`src/dpm_pkg.sv`:
```
// Package with op codes, pin widths and timing counts for the dual-port memory controller
package dpm_pkg;
  // Clock period at 250 MHz
  localparam int CLK_NS = 4;
  // Pin geometry
  localparam int ADDR_W      = 14;
  localparam int DATA_W      = 16;
  localparam int FLAG_SEL_W  = 3;
  // Mailbox locations, right port owns the top word
  localparam logic [13:0] MBOX_RIGHT = 14'h3FFF;
  localparam logic [13:0] MBOX_LEFT  = 14'h3FFE;
  // Device times in ns, slowest grade
  localparam int SELECT_ACCESS_NS     = 20;
  localparam int OE_ACCESS_NS         = 12;
  localparam int WRITE_PULSE_NS       = 15;
  localparam int WRITE_SETUP_NS       = 15;
  localparam int BUSY_SETTLE_NS       = 20;
  localparam int FLOWTHROUGH_NS       = 30;
  localparam int FLAG_UPDATE_PULSE_NS = 10;
  localparam int FLAG_WR_TO_RD_NS     = 5;
  // Least times rounded up to whole cycles
  localparam int ACCESS_CYC  = ((SELECT_ACCESS_NS > OE_ACCESS_NS ? SELECT_ACCESS_NS : OE_ACCESS_NS)
                                + CLK_NS - 1) / CLK_NS;
  localparam int STROBE_CYC  = ((WRITE_PULSE_NS > WRITE_SETUP_NS ? WRITE_PULSE_NS : WRITE_SETUP_NS)
                                + CLK_NS - 1) / CLK_NS;
  localparam int SETTLE_CYC  = (BUSY_SETTLE_NS + CLK_NS - 1) / CLK_NS;
  localparam int FLOW_CYC    = (FLOWTHROUGH_NS + CLK_NS - 1) / CLK_NS;
  localparam int FLAG_GAP_CYC = ((FLAG_UPDATE_PULSE_NS > FLAG_WR_TO_RD_NS ? FLAG_UPDATE_PULSE_NS
                                 : FLAG_WR_TO_RD_NS) + CLK_NS - 1) / CLK_NS;
  localparam int TMR_W = 8;
  // Command codes
  typedef enum logic [2:0] {
    DPM_OP_READ     = 3'h0,
    DPM_OP_WRITE    = 3'h1,
    DPM_OP_FLAG_RD  = 3'h2,
    DPM_OP_FLAG_WR  = 3'h3,
    DPM_OP_ACQUIRE  = 3'h4
  } dpm_op_t;
  // Sequencer states, Gray along the usual path
  typedef enum logic [2:0] {
    DPM_IDLE    = 3'b000,
    DPM_SETTLE  = 3'b001,
    DPM_STROBE  = 3'b011,
    DPM_RECOVER = 3'b010
  } dpm_state_t;
endpackage

```
`src/dpm_timer.sv`:
```
// Down-counting wait timer used for every pin phase
module dpm_timer #(
  parameter int W = 8
) (
  // Clock and reset
  input  wire logic         mclk,
  input  wire logic         rst,
  // Load and status
  input  wire logic         load,
  input  wire logic [W-1:0] count,
  output logic              done
);
  logic [W-1:0] cnt_q;
  logic [W-1:0] cnt_d;

  // Loaded value is the number of cycles to wait; zero means expired
  always_comb
  begin
    cnt_d = cnt_q;
    if (load)
      cnt_d = count;
    else if (cnt_q != '0)
      cnt_d = cnt_q - 1'b1;
  end

  always_ff @(posedge mclk)
  begin
    if (rst)
      cnt_q <= '0;
    else
      cnt_q <= cnt_d;
  end

  // Expiry is held until the next load; not gated by load, which the user derives from done
  assign done = (cnt_q == '0);
endmodule

```
`src/dpm_port_ctrl.sv`:
```
// One-port bus controller that sequences array, mailbox and flag-latch accesses on a dual-port memory
module dpm_port_ctrl #(
  parameter int AW = dpm_pkg::ADDR_W,
  parameter int DW = dpm_pkg::DATA_W
) (
  // Clock and reset
  input  wire logic              mclk,
  input  wire logic              rst,
  // Command side
  input  wire logic              cmd_valid,
  output logic                   cmd_ready,
  input  wire dpm_pkg::dpm_op_t  cmd_op,
  input  wire logic [AW-1:0]     cmd_addr,
  input  wire logic [DW-1:0]     cmd_wdata,
  input  wire logic [1:0]        cmd_be,
  // Answer side
  output logic                   rsp_valid,
  output logic [DW-1:0]          rsp_rdata,
  output logic                   rsp_busy_seen,
  output logic                   rsp_owned,
  output logic                   mbox_irq,
  // Memory pins
  output logic [AW-1:0]          mem_addr,
  output logic                   mem_sel_n,
  output logic                   flag_latch_select_n,
  output logic                   mem_oe_n,
  output logic                   mem_we_n,
  output logic                   mem_ub_n,
  output logic                   mem_lb_n,
  input  wire logic [DW-1:0]     mem_dq_in,
  output logic [DW-1:0]          mem_dq_out,
  output logic                   mem_dq_oe_n,
  input  wire logic              mem_busy_n,
  input  wire logic              mem_int_n
);
  import dpm_pkg::*;

  dpm_state_t       state_q, state_d;
  dpm_op_t          op_q, op_d;
  logic [AW-1:0]    addr_q, addr_d;
  logic [DW-1:0]    wdata_q, wdata_d;
  logic [1:0]       be_q, be_d;
  logic             is_wr_q, is_wr_d;
  logic             is_flag_q, is_flag_d;
  logic             sel_n_q, sel_n_d;
  logic             flag_n_q, flag_n_d;
  logic             oe_n_q, oe_n_d;
  logic             we_n_q, we_n_d;
  logic             drive_n_q, drive_n_d;
  logic             busy_seen_q, busy_seen_d;
  logic             rsp_valid_q, rsp_valid_d;
  logic [DW-1:0]    rdata_q, rdata_d;
  logic             owned_q, owned_d;
  logic             irq_q;
  logic             tmr_load;
  logic [TMR_W-1:0] tmr_count;
  logic             tmr_done;

  dpm_timer #(.W(TMR_W)) u_timer (
    .mclk  (mclk),
    .rst   (rst),
    .load  (tmr_load),
    .count (tmr_count),
    .done  (tmr_done)
  );

  // Sequencer: select, settle, strobe, deselect, in that order per access
  always_comb
  begin
    state_d     = state_q;
    op_d        = op_q;
    addr_d      = addr_q;
    wdata_d     = wdata_q;
    be_d        = be_q;
    is_wr_d     = is_wr_q;
    is_flag_d   = is_flag_q;
    sel_n_d     = sel_n_q;
    flag_n_d    = flag_n_q;
    oe_n_d      = oe_n_q;
    we_n_d      = we_n_q;
    drive_n_d   = drive_n_q;
    busy_seen_d = busy_seen_q;
    rsp_valid_d = 1'b0;
    rdata_d     = rdata_q;
    owned_d     = owned_q;
    tmr_load    = 1'b0;
    tmr_count   = TMR_W'(1);
    case (state_q)
      DPM_IDLE:
      begin
        if (cmd_valid)
        begin
          op_d        = cmd_op;
          addr_d      = cmd_addr;
          be_d        = cmd_be;
          busy_seen_d = 1'b0;
          is_flag_d   = (cmd_op != DPM_OP_READ) && (cmd_op != DPM_OP_WRITE);
          is_wr_d     = (cmd_op == DPM_OP_WRITE) || (cmd_op == DPM_OP_FLAG_WR) || (cmd_op == DPM_OP_ACQUIRE);
          // Acquire always requests with a zero in bit 0
          wdata_d     = (cmd_op == DPM_OP_ACQUIRE) ? '0 : cmd_wdata;
          // Flag access keeps the array select high
          sel_n_d     = is_flag_d;
          flag_n_d    = !is_flag_d;
          drive_n_d   = !is_wr_d;
          we_n_d      = 1'b1;
          oe_n_d      = 1'b1;
          tmr_load    = 1'b1;
          // Give the busy line time to settle before any write strobe
          tmr_count   = TMR_W'(SETTLE_CYC);
          state_d     = DPM_SETTLE;
        end
      end
      DPM_SETTLE:
      begin
        if (tmr_done)
        begin
          if (is_wr_q && !is_flag_q && !mem_busy_n)
          begin
            // Contention: hold the write back until busy is released
            busy_seen_d = 1'b1;
            tmr_load    = 1'b1;
            tmr_count   = TMR_W'(SETTLE_CYC);
          end
          else if (is_wr_q)
          begin
            we_n_d    = 1'b0;
            tmr_load  = 1'b1;
            tmr_count = TMR_W'(STROBE_CYC);
            state_d   = DPM_STROBE;
          end
          else
          begin
            // Both select and output enable low for a read
            oe_n_d    = 1'b0;
            tmr_load  = 1'b1;
            tmr_count = TMR_W'(ACCESS_CYC);
            state_d   = DPM_STROBE;
          end
        end
      end
      DPM_STROBE:
      begin
        if (!is_wr_q && !is_flag_q && !mem_busy_n)
        begin
          // Lost arbitration: data is only stable a flowthrough after release
          busy_seen_d = 1'b1;
          tmr_load    = 1'b1;
          tmr_count   = TMR_W'(FLOW_CYC);
        end
        else if (tmr_done)
        begin
          // Strobe rises while data is still driven; data drops next phase
          we_n_d   = 1'b1;
          oe_n_d   = 1'b1;
          sel_n_d  = 1'b1;
          flag_n_d = 1'b1;
          if (!is_wr_q)
          begin
            rdata_d = mem_dq_in;
            // Flag value appears on every line; bit 0 is enough
            owned_d = !mem_dq_in[0];
          end
          tmr_load  = 1'b1;
          // Deselect gap also covers the flag write-to-read time
          tmr_count = is_flag_q ? TMR_W'(FLAG_GAP_CYC) : TMR_W'(1);
          state_d   = DPM_RECOVER;
        end
      end
      DPM_RECOVER:
      begin
        drive_n_d = 1'b1;
        if (tmr_done)
        begin
          if (op_q == DPM_OP_ACQUIRE && (is_wr_q || !owned_q))
          begin
            // Read back after the request; keep polling while the other side owns it
            is_wr_d   = 1'b0;
            flag_n_d  = 1'b0;
            tmr_load  = 1'b1;
            tmr_count = TMR_W'(SETTLE_CYC);
            state_d   = DPM_SETTLE;
          end
          else
          begin
            rsp_valid_d = 1'b1;
            state_d     = DPM_IDLE;
          end
        end
      end
      default:
        state_d = DPM_IDLE;
    endcase
  end

  always_ff @(posedge mclk)
  begin
    if (rst)
    begin
      state_q     <= DPM_IDLE;
      op_q        <= DPM_OP_READ;
      addr_q      <= '0;
      wdata_q     <= '0;
      be_q        <= 2'h0;
      is_wr_q     <= 1'b0;
      is_flag_q   <= 1'b0;
      sel_n_q     <= 1'b1;
      flag_n_q    <= 1'b1;
      oe_n_q      <= 1'b1;
      we_n_q      <= 1'b1;
      drive_n_q   <= 1'b1;
      busy_seen_q <= 1'b0;
      rsp_valid_q <= 1'b0;
      rdata_q     <= '0;
      owned_q     <= 1'b0;
    end
    else
    begin
      state_q     <= state_d;
      op_q        <= op_d;
      addr_q      <= addr_d;
      wdata_q     <= wdata_d;
      be_q        <= be_d;
      is_wr_q     <= is_wr_d;
      is_flag_q   <= is_flag_d;
      sel_n_q     <= sel_n_d;
      flag_n_q    <= flag_n_d;
      oe_n_q      <= oe_n_d;
      we_n_q      <= we_n_d;
      drive_n_q   <= drive_n_d;
      busy_seen_q <= busy_seen_d;
      rsp_valid_q <= rsp_valid_d;
      rdata_q     <= rdata_d;
      owned_q     <= owned_d;
    end
  end

  // Interrupt pin registered so the user side sees a clean level
  always_ff @(posedge mclk)
  begin
    if (rst)
      irq_q <= 1'b0;
    else
      irq_q <= !mem_int_n;
  end

  // Flag accesses force both byte lanes high; only the low address bits matter there
  assign mem_ub_n            = !(be_q[1] && !is_flag_q);
  assign mem_lb_n            = !(be_q[0] && !is_flag_q);
  assign mem_addr            = is_flag_q ? {{(AW-FLAG_SEL_W){1'b0}}, addr_q[FLAG_SEL_W-1:0]} : addr_q;
  assign mem_sel_n           = sel_n_q;
  assign flag_latch_select_n = flag_n_q;
  assign mem_oe_n            = oe_n_q;
  assign mem_we_n            = we_n_q;
  assign mem_dq_out          = wdata_q;
  assign mem_dq_oe_n         = drive_n_q;
  assign cmd_ready           = (state_q == DPM_IDLE);
  assign rsp_valid           = rsp_valid_q;
  assign rsp_rdata           = rdata_q;
  assign rsp_busy_seen       = busy_seen_q;
  assign rsp_owned           = owned_q;
  assign mbox_irq            = irq_q;
endmodule

```
`config.mk`:
```
export PLATFORM = sky130hd
export DESIGN_NAME = dpm_port_ctrl
export DESIGN_NICKNAME = d
export VERILOG_FILES = /design/src/dpm_pkg.sv /design/src/dpm_timer.sv /design/src/dpm_port_ctrl.sv
export SDC_FILE = /design/constraint.sdc
export NUM_CORES = 1
export LEC_CHECK = 0
export BUFFER_PORTS_ARGS = -buffer_cell sky130_fd_sc_hd__buf_2
export CAP_MARGIN = 10
export CORE_MARGIN = 3
export CORE_UTILIZATION = 40
export CTS_BUF_LIST = sky130_fd_sc_hd__clkbuf_2 sky130_fd_sc_hd__clkbuf_4 sky130_fd_sc_hd__clkbuf_8
export DETAILED_ROUTE_END_ITERATION = 8
export PLACE_DENSITY = 0.68
export SLEW_MARGIN = 20
export SYNTH_ARGS = -nofsm -noshare
export SYNTH_HDL_FRONTEND = slang
export SYNTH_SLANG_ARGS = --single-unit
```
`constraint.sdc`:
```
create_clock -name mclk -period 3.15 [get_ports mclk]
set_input_delay 0.1575 -clock mclk [delete_from_list [all_inputs] [get_ports mclk]]
set_output_delay 0.1575 -clock mclk [all_outputs]
set_load 0.01 [all_outputs]
```
Word-level counts from Yosys, hierarchy flattened --
Index checks and enable logic that the tools add are counted.
Cells by class: muxes and demuxes 55, bitwise operators 4, equal/unequal tests 19, reduce and logical (&&, ||, !) cells 41, $add $sub $neg 1
Operators with widths (count):
- $mux 3 | 10
- $mux 1 | 28
- $ne 2x2->1 const B | 11
- $mux 16 | 1
- $mux 8 | 2
- $pmux 4 s4 | 1
- $mux 14 | 1
- $reduce_and 7->1 | 2
- $pmux 1 s3 | 4
- $pmux 3 s4 | 1
- $reduce_and 4->1 | 3
- $reduce_and 6->1 | 2
- $logic_not 1->1 | 10
- $eq 3x2->1 const B | 3
- $reduce_bool 3->1 | 3
- $logic_and 1x1->1 | 8
- $logic_not 8->1 | 1
- $reduce_bool 8->1 | 1
- $sub 8x1->8 const B | 1
- $eq 3x1->1 const B | 2
- $eq 3x3->1 const B | 2
- $pmux 1 s2 | 3
- $reduce_bool 2->1 | 3
- $reduce_and 5->1 | 1
- other kinds (9) | 16
Word-level totals: output and inout port bits 58, register bits after elaboration 73, word-level logic and storage cells 138, input bits 56

Logic depth before layout (Yosys ltp) --
Gate-level depths: netlist (run 1).
word-level depth 7, mapped depth 8, mapped depth without buffers 6

Modules after synthesis --
Synthesis (run 1) repeated with hierarchy kept, for this count alone.
Second synthesis, totals: cells, all modules 388, area total of the unflattened synthesis 3160.5 um^2
Modules (own cells, without submodules):
- dpm_port_ctrl | area an instance 2685.1 um^2, cells an instance 335, sequential area each 1281.2 um^2, instances 1
- dpm_timer | area an instance 475.5 um^2, cells an instance 53, sequential area each 160.2 um^2, instances 1

Worst setup path before layout (run 1) --
Ideal clock, no wire load.
kind flip-flop to flip-flop, from register u_timer.cnt_q[0], to register rdata_q[10] (netlist: rsp_rdata[10]), cell stages (with the launch flop) 9, arrival 1.988 ns, period minus slack after synthesis 2.116 ns, buffers on the path 2, required time 3.022 ns, setup time 0.128 ns, slack 1.034 ns, path through dfxtp_1 -> inv_1 -> ha_1 -> or4b_4 -> or4_1 -> buf_6 -> buf_12 -> mux2i_1 -> nor2_1
On the way: cells in the longest elaborated chain, start to end 2
Ends and longest elaborated chain:
- from (decl) | line dpm_timer.sv:13 | logic [W-1:0] cnt_q;
- from (signal assigned) | line dpm_timer.sv:31 | cnt_q <= cnt_d;
- $logic_not 8->1 | line dpm_timer.sv:35 | assign done = (cnt_q == '0);
- $reduce_and 4->1 (no line)
- to (signal assigned) | line dpm_port_ctrl.sv:232 | rdata_q <= rdata_d;
- to (decl) | line dpm_port_ctrl.sv:52 | logic [DW-1:0] rdata_q, rdata_d;
No other way between the ends. A chain may end at the register's enable or synchronous reset.

Worst setup path after layout (run 1) --
from register u_timer.cnt_q[0], to register rdata_q[13] (netlist: rsp_rdata[13])
Same word-level chain as after synthesis.

==> results.json, run 1 <==
{
  "worst_path_max_delay_cell": "sky130_fd_sc_hd__or4_1",
  "synth.net_count": 391,
  "worst_path_dominant_cell_family": "simple AND/OR/NAND/NOR gates",
  "hold_path_class": "in -> reg",
  "worst_hold_startpoint": "cmd_wdata[3]",
  "routed_wire_length_um": 7560,
  "synth_sequential_area_ratio_pct": 49.0,
  "finalHoldViolations": 0,
  "crit_path_max_fanout": 17,
  "synth_top_cell_area_share_pct": 49.0,
  "first_global_vias": 2600,
  "initial_cell_density_of_the_core_pct": 42.3,
  "gp_congestion": 0.862,
  "slew_headroom_pct": 33.4,
  "diodes": 0,
  "wire_length_of_the_first_global_routing_pass_um": 12100,
  "post_synth_instance_area_mm2": 0.00294,
  "cp.arrival_ns": 2.81,
  "boundaryPins": 114,
  "per_cell_via_count_in_the_routed_design": 5.01,
  "tritoncts.num_buffers": 9,
  "yosys.area.top_type": "sky130_fd_sc_hd__dfxtp_1",
  "slew_violations": 0,
  "worstSetupStartpointType": "flop",
  "clock_insertion_delay_worst_skew_ns": 0.34,
  "timing.critical_path.buf_inv": 1,
  "place_worst_setup_slack_ns": 0.561,
  "timing.critical_path.required_ns": 3.35,
  "worstHoldPathCells": 2,
  "vdd_ir_drop_max_mv": 0.345,
  "endpoint_of_the_worst_hold_path": "mem_dq_out[3]",
  "synthesized_instance_count": 334,
  "synth.ff_latch_count": 72,
  "number_of_buffers_added_for_setup_after_cts": 0,
  "layout_overhead_on_the_synthesized_area_pct": 29.1,
  "finalWorstPathRequiredPeriod_ns": 2.61,
  "final_worst_path_period_share_pct": 82.7,
  "multiInputGateArea_mm2": 0.00135,
  "yosysWarnings": 0,
  "number_of_drc_violations_after_detailed_routing_iteration_0": 197,
  "final.fill_count": 683,
  "end_kind": "flop",
  "ctsRootBufferMaster": "sky130_fd_sc_hd__clkbuf_8",
  "detail_route.wl_per_cell_um": 13.9,
  "floorplan.die.width_um": 91.7,
  "power_leakage_uw": 0.00187,
  "pin_count_of_the_biggest_net_entering_global_routing": 32,
  "crit_path_cell_trace": "inv_1 -> ha_1 -> or4b_4 -> or4_1 -> mux2i_1 -> nor2_1",
  "grt_antenna_before_repair": 0,
  "grt_use_total_pct": 17.7,
  "synthDistinctLibCells": 43,
  "wl_met1_um": 3150,
  "maxCapViolations": 0,
  "count_of_buffers_inserted_at_the_top_level_ports": 113,
  "num-nets-final": 498,
  "r2r-start": "u_timer.cnt_q[0]",
  "clock_tree.buffer_depth": 2,
  "tightestPinTransition_ns": 0.999,
  "clkSlewWorstSetupHoldPaths_ns": 0.08,
  "drt_drc_violations_left": 0,
  "rsz0062_at_grt": "false",
  "worst_clock_skew_ns": 0.00842,
  "die_height_um": 91.7,
  "total_iterations_of_the_first_detailed_routing_run": 4,
  "outcome": "completed",
  "pwr_dens_mw_per_mm2": 772,
  "via_count": 2713,
  "share_of_the_core_filled_with_cells_in_the_final_layout_pct": 54.7,
  "wl_met2_um": 3800,
  "synth.avg_cell_area_um2": 8.80,
  "report.final.setup_viol": 0,
  "timing.fmax_ghz": 0.384,
  "core.rowCount": 30,
  "tritoncts_num_sinks": 72,
  "design.die.area_mm2": 0.00842,
  "final_layout_size_suffix_gt1_share_pct": 31.4,
  "dpl.cell_count": 525,
  "synth_top_cells_by_area": "sky130_fd_sc_hd__dfxtp_1 49%, sky130_fd_sc_hd__mux2i_1 6.5%, sky130_fd_sc_hd__nand2_1 6.0%, sky130_fd_sc_hd__a21oi_1 5.6%, sky130_fd_sc_hd__a22o_1 4.8%",
  "fp.coreArea_mm2": 0.00694,
  "ff_latch_area_mm2": 0.00144,
  "cts_tree": "done",
  "cpPeakStageDelay_ns": 0.96,
  "hpwl_um": 5410,
  "instances_no_fill": 542,
  "grt-ovfl-total": 0,
  "highest-signal-layer": "met4",
  "number_of_cell_instances_on_the_worst_register_to_register_path": 6,
  "clock_h_tree_levels": 3,
  "routed_wl_met3_um": 452,
  "setup_ws_post_layout_ns": 0.544,
  "flop2flop_setup_slack_ns": 0.54,
  "finalSetupTns_ns": 0,
  "route.antenna.remaining_nets": 0,
  "critical_path_class": "reg -> reg",
  "fin_worst_hold_slack_ns": 0.0299,
  "r2r-end": "rsp_rdata[13]"
}
-- metrics by stage --
step / cell area (um^2) / total power (uW)
after floorplan: 2940 / 1780
after global placement: 3550 / 2050
after detailed placement: 3550 / 2070
after CTS: 3800 / 2950
after global routing: 3800 / 3110
final: 3800 / 2930
-- cells in the mapped netlist --
master / n
sky130_fd_sc_hd__nand2_1: 47
sky130_fd_sc_hd__a221oi_1: 2
sky130_fd_sc_hd__a211o_2: 1
sky130_fd_sc_hd__a31oi_1: 3
sky130_fd_sc_hd__dfxtp_1: 72
sky130_fd_sc_hd__nor2_1: 36
sky130_fd_sc_hd__and2_1: 1
sky130_fd_sc_hd__nor4_1: 1
sky130_fd_sc_hd__or3_1: 4
sky130_fd_sc_hd__nor2b_1: 11
sky130_fd_sc_hd__or3b_2: 3
sky130_fd_sc_hd__nand2b_1: 5
sky130_fd_sc_hd__and4_1: 2
sky130_fd_sc_hd__a22o_1: 16
sky130_fd_sc_hd__a22oi_1: 1
sky130_fd_sc_hd__and3_1: 3
sky130_fd_sc_hd__o21ai_0: 9
sky130_fd_sc_hd__inv_1: 8
sky130_fd_sc_hd__o211ai_1: 1
sky130_fd_sc_hd__clkbuf_1: 18
sky130_fd_sc_hd__nand4_1: 2
sky130_fd_sc_hd__buf_6: 1
sky130_fd_sc_hd__o21a_1: 1
sky130_fd_sc_hd__buf_4: 3
sky130_fd_sc_hd__or4_1: 1
sky130_fd_sc_hd__nor4b_1: 1
sky130_fd_sc_hd__nand4b_1: 1
sky130_fd_sc_hd__nand3b_1: 1
sky130_fd_sc_hd__xor2_1: 3
sky130_fd_sc_hd__or4b_4: 1
sky130_fd_sc_hd__a21oi_1: 33
sky130_fd_sc_hd__o31ai_1: 1
sky130_fd_sc_hd__nor3_1: 8
sky130_fd_sc_hd__o22ai_1: 1
sky130_fd_sc_hd__o221ai_1: 1
sky130_fd_sc_hd__a311oi_1: 1
sky130_fd_sc_hd__nor3b_1: 2
sky130_fd_sc_hd__nand3_1: 5
sky130_fd_sc_hd__mux2i_1: 19
sky130_fd_sc_hd__o311ai_0: 1
sky130_fd_sc_hd__buf_12: 1
sky130_fd_sc_hd__ha_1: 1
sky130_fd_sc_hd__a2bb2oi_1: 1
-- layout by cell type (no fill, tap or decap), types with 8 or more instances in the layout --
cell type	instances
sky130_fd_sc_hd__mux2i_1	19
sky130_fd_sc_hd__inv_1	8
sky130_fd_sc_hd__nor3_1	8
sky130_fd_sc_hd__clkbuf_8	9
sky130_fd_sc_hd__a21oi_1	33
sky130_fd_sc_hd__nand2_1	47
sky130_fd_sc_hd__dfxtp_1	72
sky130_fd_sc_hd__nor2_1	36
sky130_fd_sc_hd__buf_2	113
sky130_fd_sc_hd__nor2b_1	11
sky130_fd_sc_hd__o21ai_0	9
sky130_fd_sc_hd__a22o_1	16
-- layer usage --
layer | global-route usage, % | up-vias
met5 | 0 | -
met4 | 8.17 | 0
met3 | 5.25 | 16
met2 | 29.4 | 80
met1 | 21.0 | 1248
li1 | - | 1369
-- cell families (layout without fill, tap and decap cells) --
family          after synthesis  in the layout  share of synthesized area (%)
mux                          19             19                           6.47
buf+inv                      31            143                           5.15
compound gates               73             73                           15.9
xor+xnor                      3              3                          0.894
flops                        72             72                           49.0
simple gates                135            135                           22.1
fa+ha+maj                     1              1                          0.425
-- worst reg2reg max path, delay by kind of cell, from the launching register on --
kind	cells	cell delay [ns]
simple gates	3	1.55
flops	1	0.33
mux	1	0.31
fa+ha+maj	1	0.22
buf+inv	1	0.08
-- flip-flops by register name, indices dropped and copies added, names as in the netlist, 2 cells and up --
name / count
mem_dq_out: 16
rsp_rdata: 16
addr_q: 14
be_q: 2
u_timer.cnt_q: 8
state_q: 2
op_q: 3
-- report_power, final --
| part | switching [uW] | internal (uW) | total [uW] | leakage [uW] |
|---|---|---|---|---|
| logic | 531 | 380 | 911 | 0.00116 |
| registers | 115 | 1040 | 1150 | 0.000588 |
| clock network | 333 | 532 | 865 | 0.000120 |
-- cell type report --
| class | instances | share of cell area (%) |
|---|---|---|
| sequential | 72 | 38.0 |
| multi-input combinational | 231 | 35.6 |
| clock inverter | 6 | 2.83 |
| inverter | 8 | 0.791 |
| timing repair buffer | 119 | 16.2 |
| tap | 96 | 3.16 |
| clock buffer | 10 | 3.46 |
-- repair_timing --
item	in CTS	in global routing
gates resized for setup	0	0
endpoints found under the setup margin	0	0
hold buffers	1	0
endpoints found under the hold margin	1	0
-- how the worst max path moves through the flow --
stage	start	to	slack, ns	cells after the start
after global routing	u_timer.cnt_q[0]	rsp_rdata[8]	0.43	6
after global placement	u_timer.cnt_q[0]	rsp_rdata[9]	0.66	6
after detailed placement	u_timer.cnt_q[0]	rsp_rdata[5]	0.56	6
after floorplan	u_timer.cnt_q[0]	rsp_rdata[10]	1.03	8
after CTS	u_timer.cnt_q[0]	rsp_rdata[13]	0.55	6
final	u_timer.cnt_q[0]	rsp_rdata[13]	0.54	6
Note: power is estimated with default switching activity, not from simulation.
==> run 2, diff against run 1 <==
--- a/config.mk
+++ b/config.mk
@@ -5,13 +5,14 @@
 export SDC_FILE = /design/constraint.sdc
 export NUM_CORES = 1
 export LEC_CHECK = 0
+export ABC_AREA = 1
 export BUFFER_PORTS_ARGS = -buffer_cell sky130_fd_sc_hd__buf_2
 export CAP_MARGIN = 10
 export CORE_MARGIN = 3
 export CORE_UTILIZATION = 40
 export CTS_BUF_LIST = sky130_fd_sc_hd__clkbuf_2 sky130_fd_sc_hd__clkbuf_4 sky130_fd_sc_hd__clkbuf_8
 export DETAILED_ROUTE_END_ITERATION = 8
-export PLACE_DENSITY = 0.68
+export PLACE_DENSITY = 0.7
 export SLEW_MARGIN = 20
 export SYNTH_ARGS = -nofsm -noshare
 export SYNTH_HDL_FRONTEND = slang
==> constraint.sdc (replaced) <==
create_clock -name mclk -period 2.1 [get_ports mclk]
set_input_delay 0.105 -clock mclk [delete_from_list [all_inputs] [get_ports mclk]]
set_output_delay 0.105 -clock mclk [all_outputs]
set_load 0.01 [all_outputs]
==> run 2 against run 1 <==
  * Clock skew up 0.0015 ns
  * Global-route usage is 1.8 points higher
  * Synthesized area up 1.8%
  * Utilization is 5.8 points higher
  * Count of clock-buffer cells in the layout grew 1
  * First-iteration DRC count shrank 46%
  * Via count increased by 15%
  * Clock power rose by 34%
  * Fmax grew 37%
  * Total power up 63%
==> results.json, run 2 <==
{
  "outcome": "completed",
  "flop2flop_setup_slack_ns": 0.20,
  "synth_top_family_by_area": "simple AND/OR/NAND/NOR gates",
  "fp.coreArea_mm2": 0.00702,
  "number_of_cell_instances_on_the_worst_register_to_register_path": 9,
  "tritoncts_num_sinks": 72,
  "synth_top_cells_by_area": "sky130_fd_sc_hd__dfxtp_1 48%, sky130_fd_sc_hd__nand2_1 9.5%, sky130_fd_sc_hd__nor2_1 9.0%, sky130_fd_sc_hd__nand3_1 8.7%, sky130_fd_sc_hd__o21ai_0 5.5%",
  "initial_cell_density_of_the_core_pct": 42.6,
  "grt-ovfl-total": 0,
  "r2r-start": "u_timer.cnt_q[0]",
  "worst_hold_startpoint": "mem_dq_in[14]",
  "predominant_post_synthesis_flop_cell": "sky130_fd_sc_hd__dfxtp_1",
  "yosys.area.top_type": "sky130_fd_sc_hd__dfxtp_1",
  "synth.top_cells.by_count": "76 x sky130_fd_sc_hd__nand2_1, 72 x sky130_fd_sc_hd__dfxtp_1, 72 x sky130_fd_sc_hd__nor2_1",
  "grt_antenna_before_repair": 0,
  "mostFrequentLayoutCells": "113 x sky130_fd_sc_hd__buf_2, 76 x sky130_fd_sc_hd__nand2_1, 72 x sky130_fd_sc_hd__nor2_1, 72 x sky130_fd_sc_hd__dfxtp_1, 52 x sky130_fd_sc_hd__nand3_1",
  "crit_path_max_fanout": 15,
  "cpPeakStageDelay_ns": 0.34,
  "worstSetupStartpointType": "flop",
  "power_frac_seq_pct": 37.4,
  "synth_compound_area_share_pct": 8.61,
  "clock_h_tree_levels": 3,
  "critical_path_class": "reg -> reg",
  "sw_frac_of_total_pct": 38.6,
  "rsz0062_at_grt": "false",
  "dpl_cell_area_mm2": 0.00362,
  "vdd_ir_drop_max_mv": 0.397,
  "power_leakage_uw": 0.00213,
  "ctsRootBufferMaster": "sky130_fd_sc_hd__clkbuf_8",
  "synth_async_sr_flop_share_pct": 0,
  "slew_violations": 0,
  "hold_path_class": "in -> reg",
  "synthDistinctLibCells": 32,
  "met2_usage_pct": 32.1,
  "drt_drc_violations_left": 0,
  "clock_insertion_delay_worst_skew_ns": 0.34,
  "power.combinational.fraction_pct": 38.3,
  "synthSimpleGateAreaFrac_pct": 32.4,
  "final_area_mm2": 0.00425,
  "via_count": 3129,
  "cpMostUsedCell": "sky130_fd_sc_hd__nand2_1",
  "endpoint_of_the_worst_hold_path": "rsp_rdata[14]",
  "gp_congestion": 0.871,
  "synthesized_instance_count": 410,
  "end_kind": "flop",
  "slew_headroom_pct": 71.6,
  "timing.critical_path.required_ns": 2.34,
  "worst_clock_skew_ns": 0.00994,
  "power.net_switching_uw": 1850,
  "internal_power_uw": 2940,
  "final_worst_path_period_share_pct": 90.3,
  "worst_path_max_delay_cell": "sky130_fd_sc_hd__nor2_4",
  "yosysWarnings": 0,
  "grt_use_total_pct": 19.5,
  "synth.avg_cell_area_um2": 7.30,
  "synthAdderAreaFrac_pct": 0.418,
  "diodes": 0,
  "design.die.area_mm2": 0.00856,
  "finalWorstPathRequiredPeriod_ns": 1.90,
  "cts_tree": "done",
  "pwr_dens_mw_per_mm2": 1130,
  "routed_wire_length_um": 8280,
  "cp.arrival_ns": 2.13,
  "power.share.clock_pct": 24.3,
  "synth_top_cell_area_share_pct": 48.2,
  "post_cts.resized_instances": 0,
  "layout_commonest_cell": "sky130_fd_sc_hd__buf_2",
  "final_layout_size_suffix_gt1_share_pct": 26.5,
  "die_height_um": 92.5,
  "tritoncts.num_buffers": 9,
  "timing.fmax_ghz": 0.528,
  "maxCapViolations": 0,
  "detail_route.wl_per_cell_um": 12.5,
  "clkSlewWorstSetupHoldPaths_ns": 0.08,
  "first_global_vias": 2977,
  "pin_count_of_the_biggest_net_entering_global_routing": 35,
  "clock_tree.buffer_depth": 2,
  "per_cell_via_count_in_the_routed_design": 4.72,
  "r2r-end": "state_q[1]",
  "finalHoldViolations": 0,
  "finalSetupTns_ns": 0,
  "gr-usage-met1_pct": 23.4,
  "number_of_synthesized_flops_with_an_enable_pin": 0,
  "crit_path_cell_trace": "inv_1 -> ha_1 -> nand2_1 -> nor2_4 -> nor2_1 -> nor3_1 -> nand2_1 -> nand2_1 -> nor2_1",
  "floorplan.die.width_um": 92.5,
  "route.antenna.remaining_nets": 0,
  "num-nets-final": 619,
  "wire_length_of_the_first_global_routing_pass_um": 13400,
  "muxShareOfSynthArea_pct": 0,
  "total_iterations_of_the_first_detailed_routing_run": 4,
  "met3_usage_pct": 4.79,
  "synth_xor_xnor_area_share_pct": 1.46,
  "layout_overhead_on_the_synthesized_area_pct": 41.9,
  "synth.ff_latch_count": 72,
  "synth_sequential_area_ratio_pct": 48.2,
  "post-synth-top-count-cell": "sky130_fd_sc_hd__nand2_1",
  "global_route.peak_usage_layer": "met2",
  "tightestPinTransition_ns": 0.426,
  "worstHoldPathCells": 3,
  "post_synth_instance_area_mm2": 0.00299,
  "synth.net_count": 467,
  "number_of_drc_violations_after_detailed_routing_iteration_0": 107,
  "count_of_buffers_inserted_at_the_top_level_ports": 113,
  "core.rowCount": 30,
  "hpwl_um": 5440,
  "report.final.setup_viol": 0,
  "boundaryPins": 114
}
[run 2: through the flow]
step	worst slack (ns)	total power [uW]	hold slack (ns)	std cells	util (%)
2_1_floorplan	0.579	3100	0.172	410	-
3_3_place_gp	0.301	3560	0.255	606	51.6
3_5_place_dp	0.228	3590	0.264	606	51.6
4_1_cts	0.224	4810	0.00143	663	60.5
5_1_grt	0.00675	5160	0.0342	663	60.5
6_report	0.204	4790	0.0192	663	60.5
[run 2: cell families (layout without fill, tap and decap cells)]
| logic type | count (synthesis) | after routing |
|---|---|---|
| xor gates and xnor gates | 5 | 5 |
| buffers and inverters | 62 | 219 |
| AOI/OAI and AO/OA | 47 | 47 |
| and+or+nand+nor | 223 | 223 |
| DFF | 72 | 72 |
| adders and majority gates | 1 | 1 |
[run 2: layer usage]
layer | part of all wire [%] | wire length (um)
met5 | 0 | 0
met4 | 2.7 | 223
met3 | 5.5 | 452
met2 | 49 | 4030
met1 | 43 | 3570
[run 2: layout make-up]
cell class | count | area [um^2]
Fill cell | 671 | 2770
Sequential cell | 72 | 1440
Clock buffer | 11 | 151
Multi-Input combinational cell | 276 | 1280
Tap cell | 96 | 120
Clock inverter | 5 | 62.6
Timing Repair Buffer | 161 | 1030
Inverter | 42 | 158
[run 2: what timing repair did]
action,4_1_cts,5_1_grt
endpoints found under the hold margin,41,0
hold buffers,41,0
setup buffers,0,0
[run 2: how the worst max path moves through the flow]
stage	end	from	cells after the start	slack, ns
3_3_place_gp	rsp_rdata[0]	u_timer.cnt_q[0]	7	0.30
2_1_floorplan	u_timer.cnt_q[7]	u_timer.cnt_q[0]	10	0.58
3_5_place_dp	state_q[1]	u_timer.cnt_q[0]	9	0.23
4_1_cts	state_q[1]	u_timer.cnt_q[0]	9	0.22
6_report	state_q[1]	u_timer.cnt_q[0]	9	0.20
5_1_grt	state_q[1]	u_timer.cnt_q[0]	9	0.007
[run 2: worst max-delay path, delay by kind of cell, from the launching register on]
kind	cells	cell delay, ns
fa+ha+maj	1	0.27
buf+inv	1	0.11
flops	1	0.31
simple gates	7	1.11
[run 2: power by group through the flow]
stage | registers, uW | logic, uW | clock network (uW)
after global placement | 1810 | 1750 | 0
final | 1790 | 1830 | 1160
after floorplan | 1850 | 1250 | 0
after global routing | 1830 | 2090 | 1240
after CTS | 1790 | 1840 | 1190
after detailed placement | 1820 | 1770 | 0
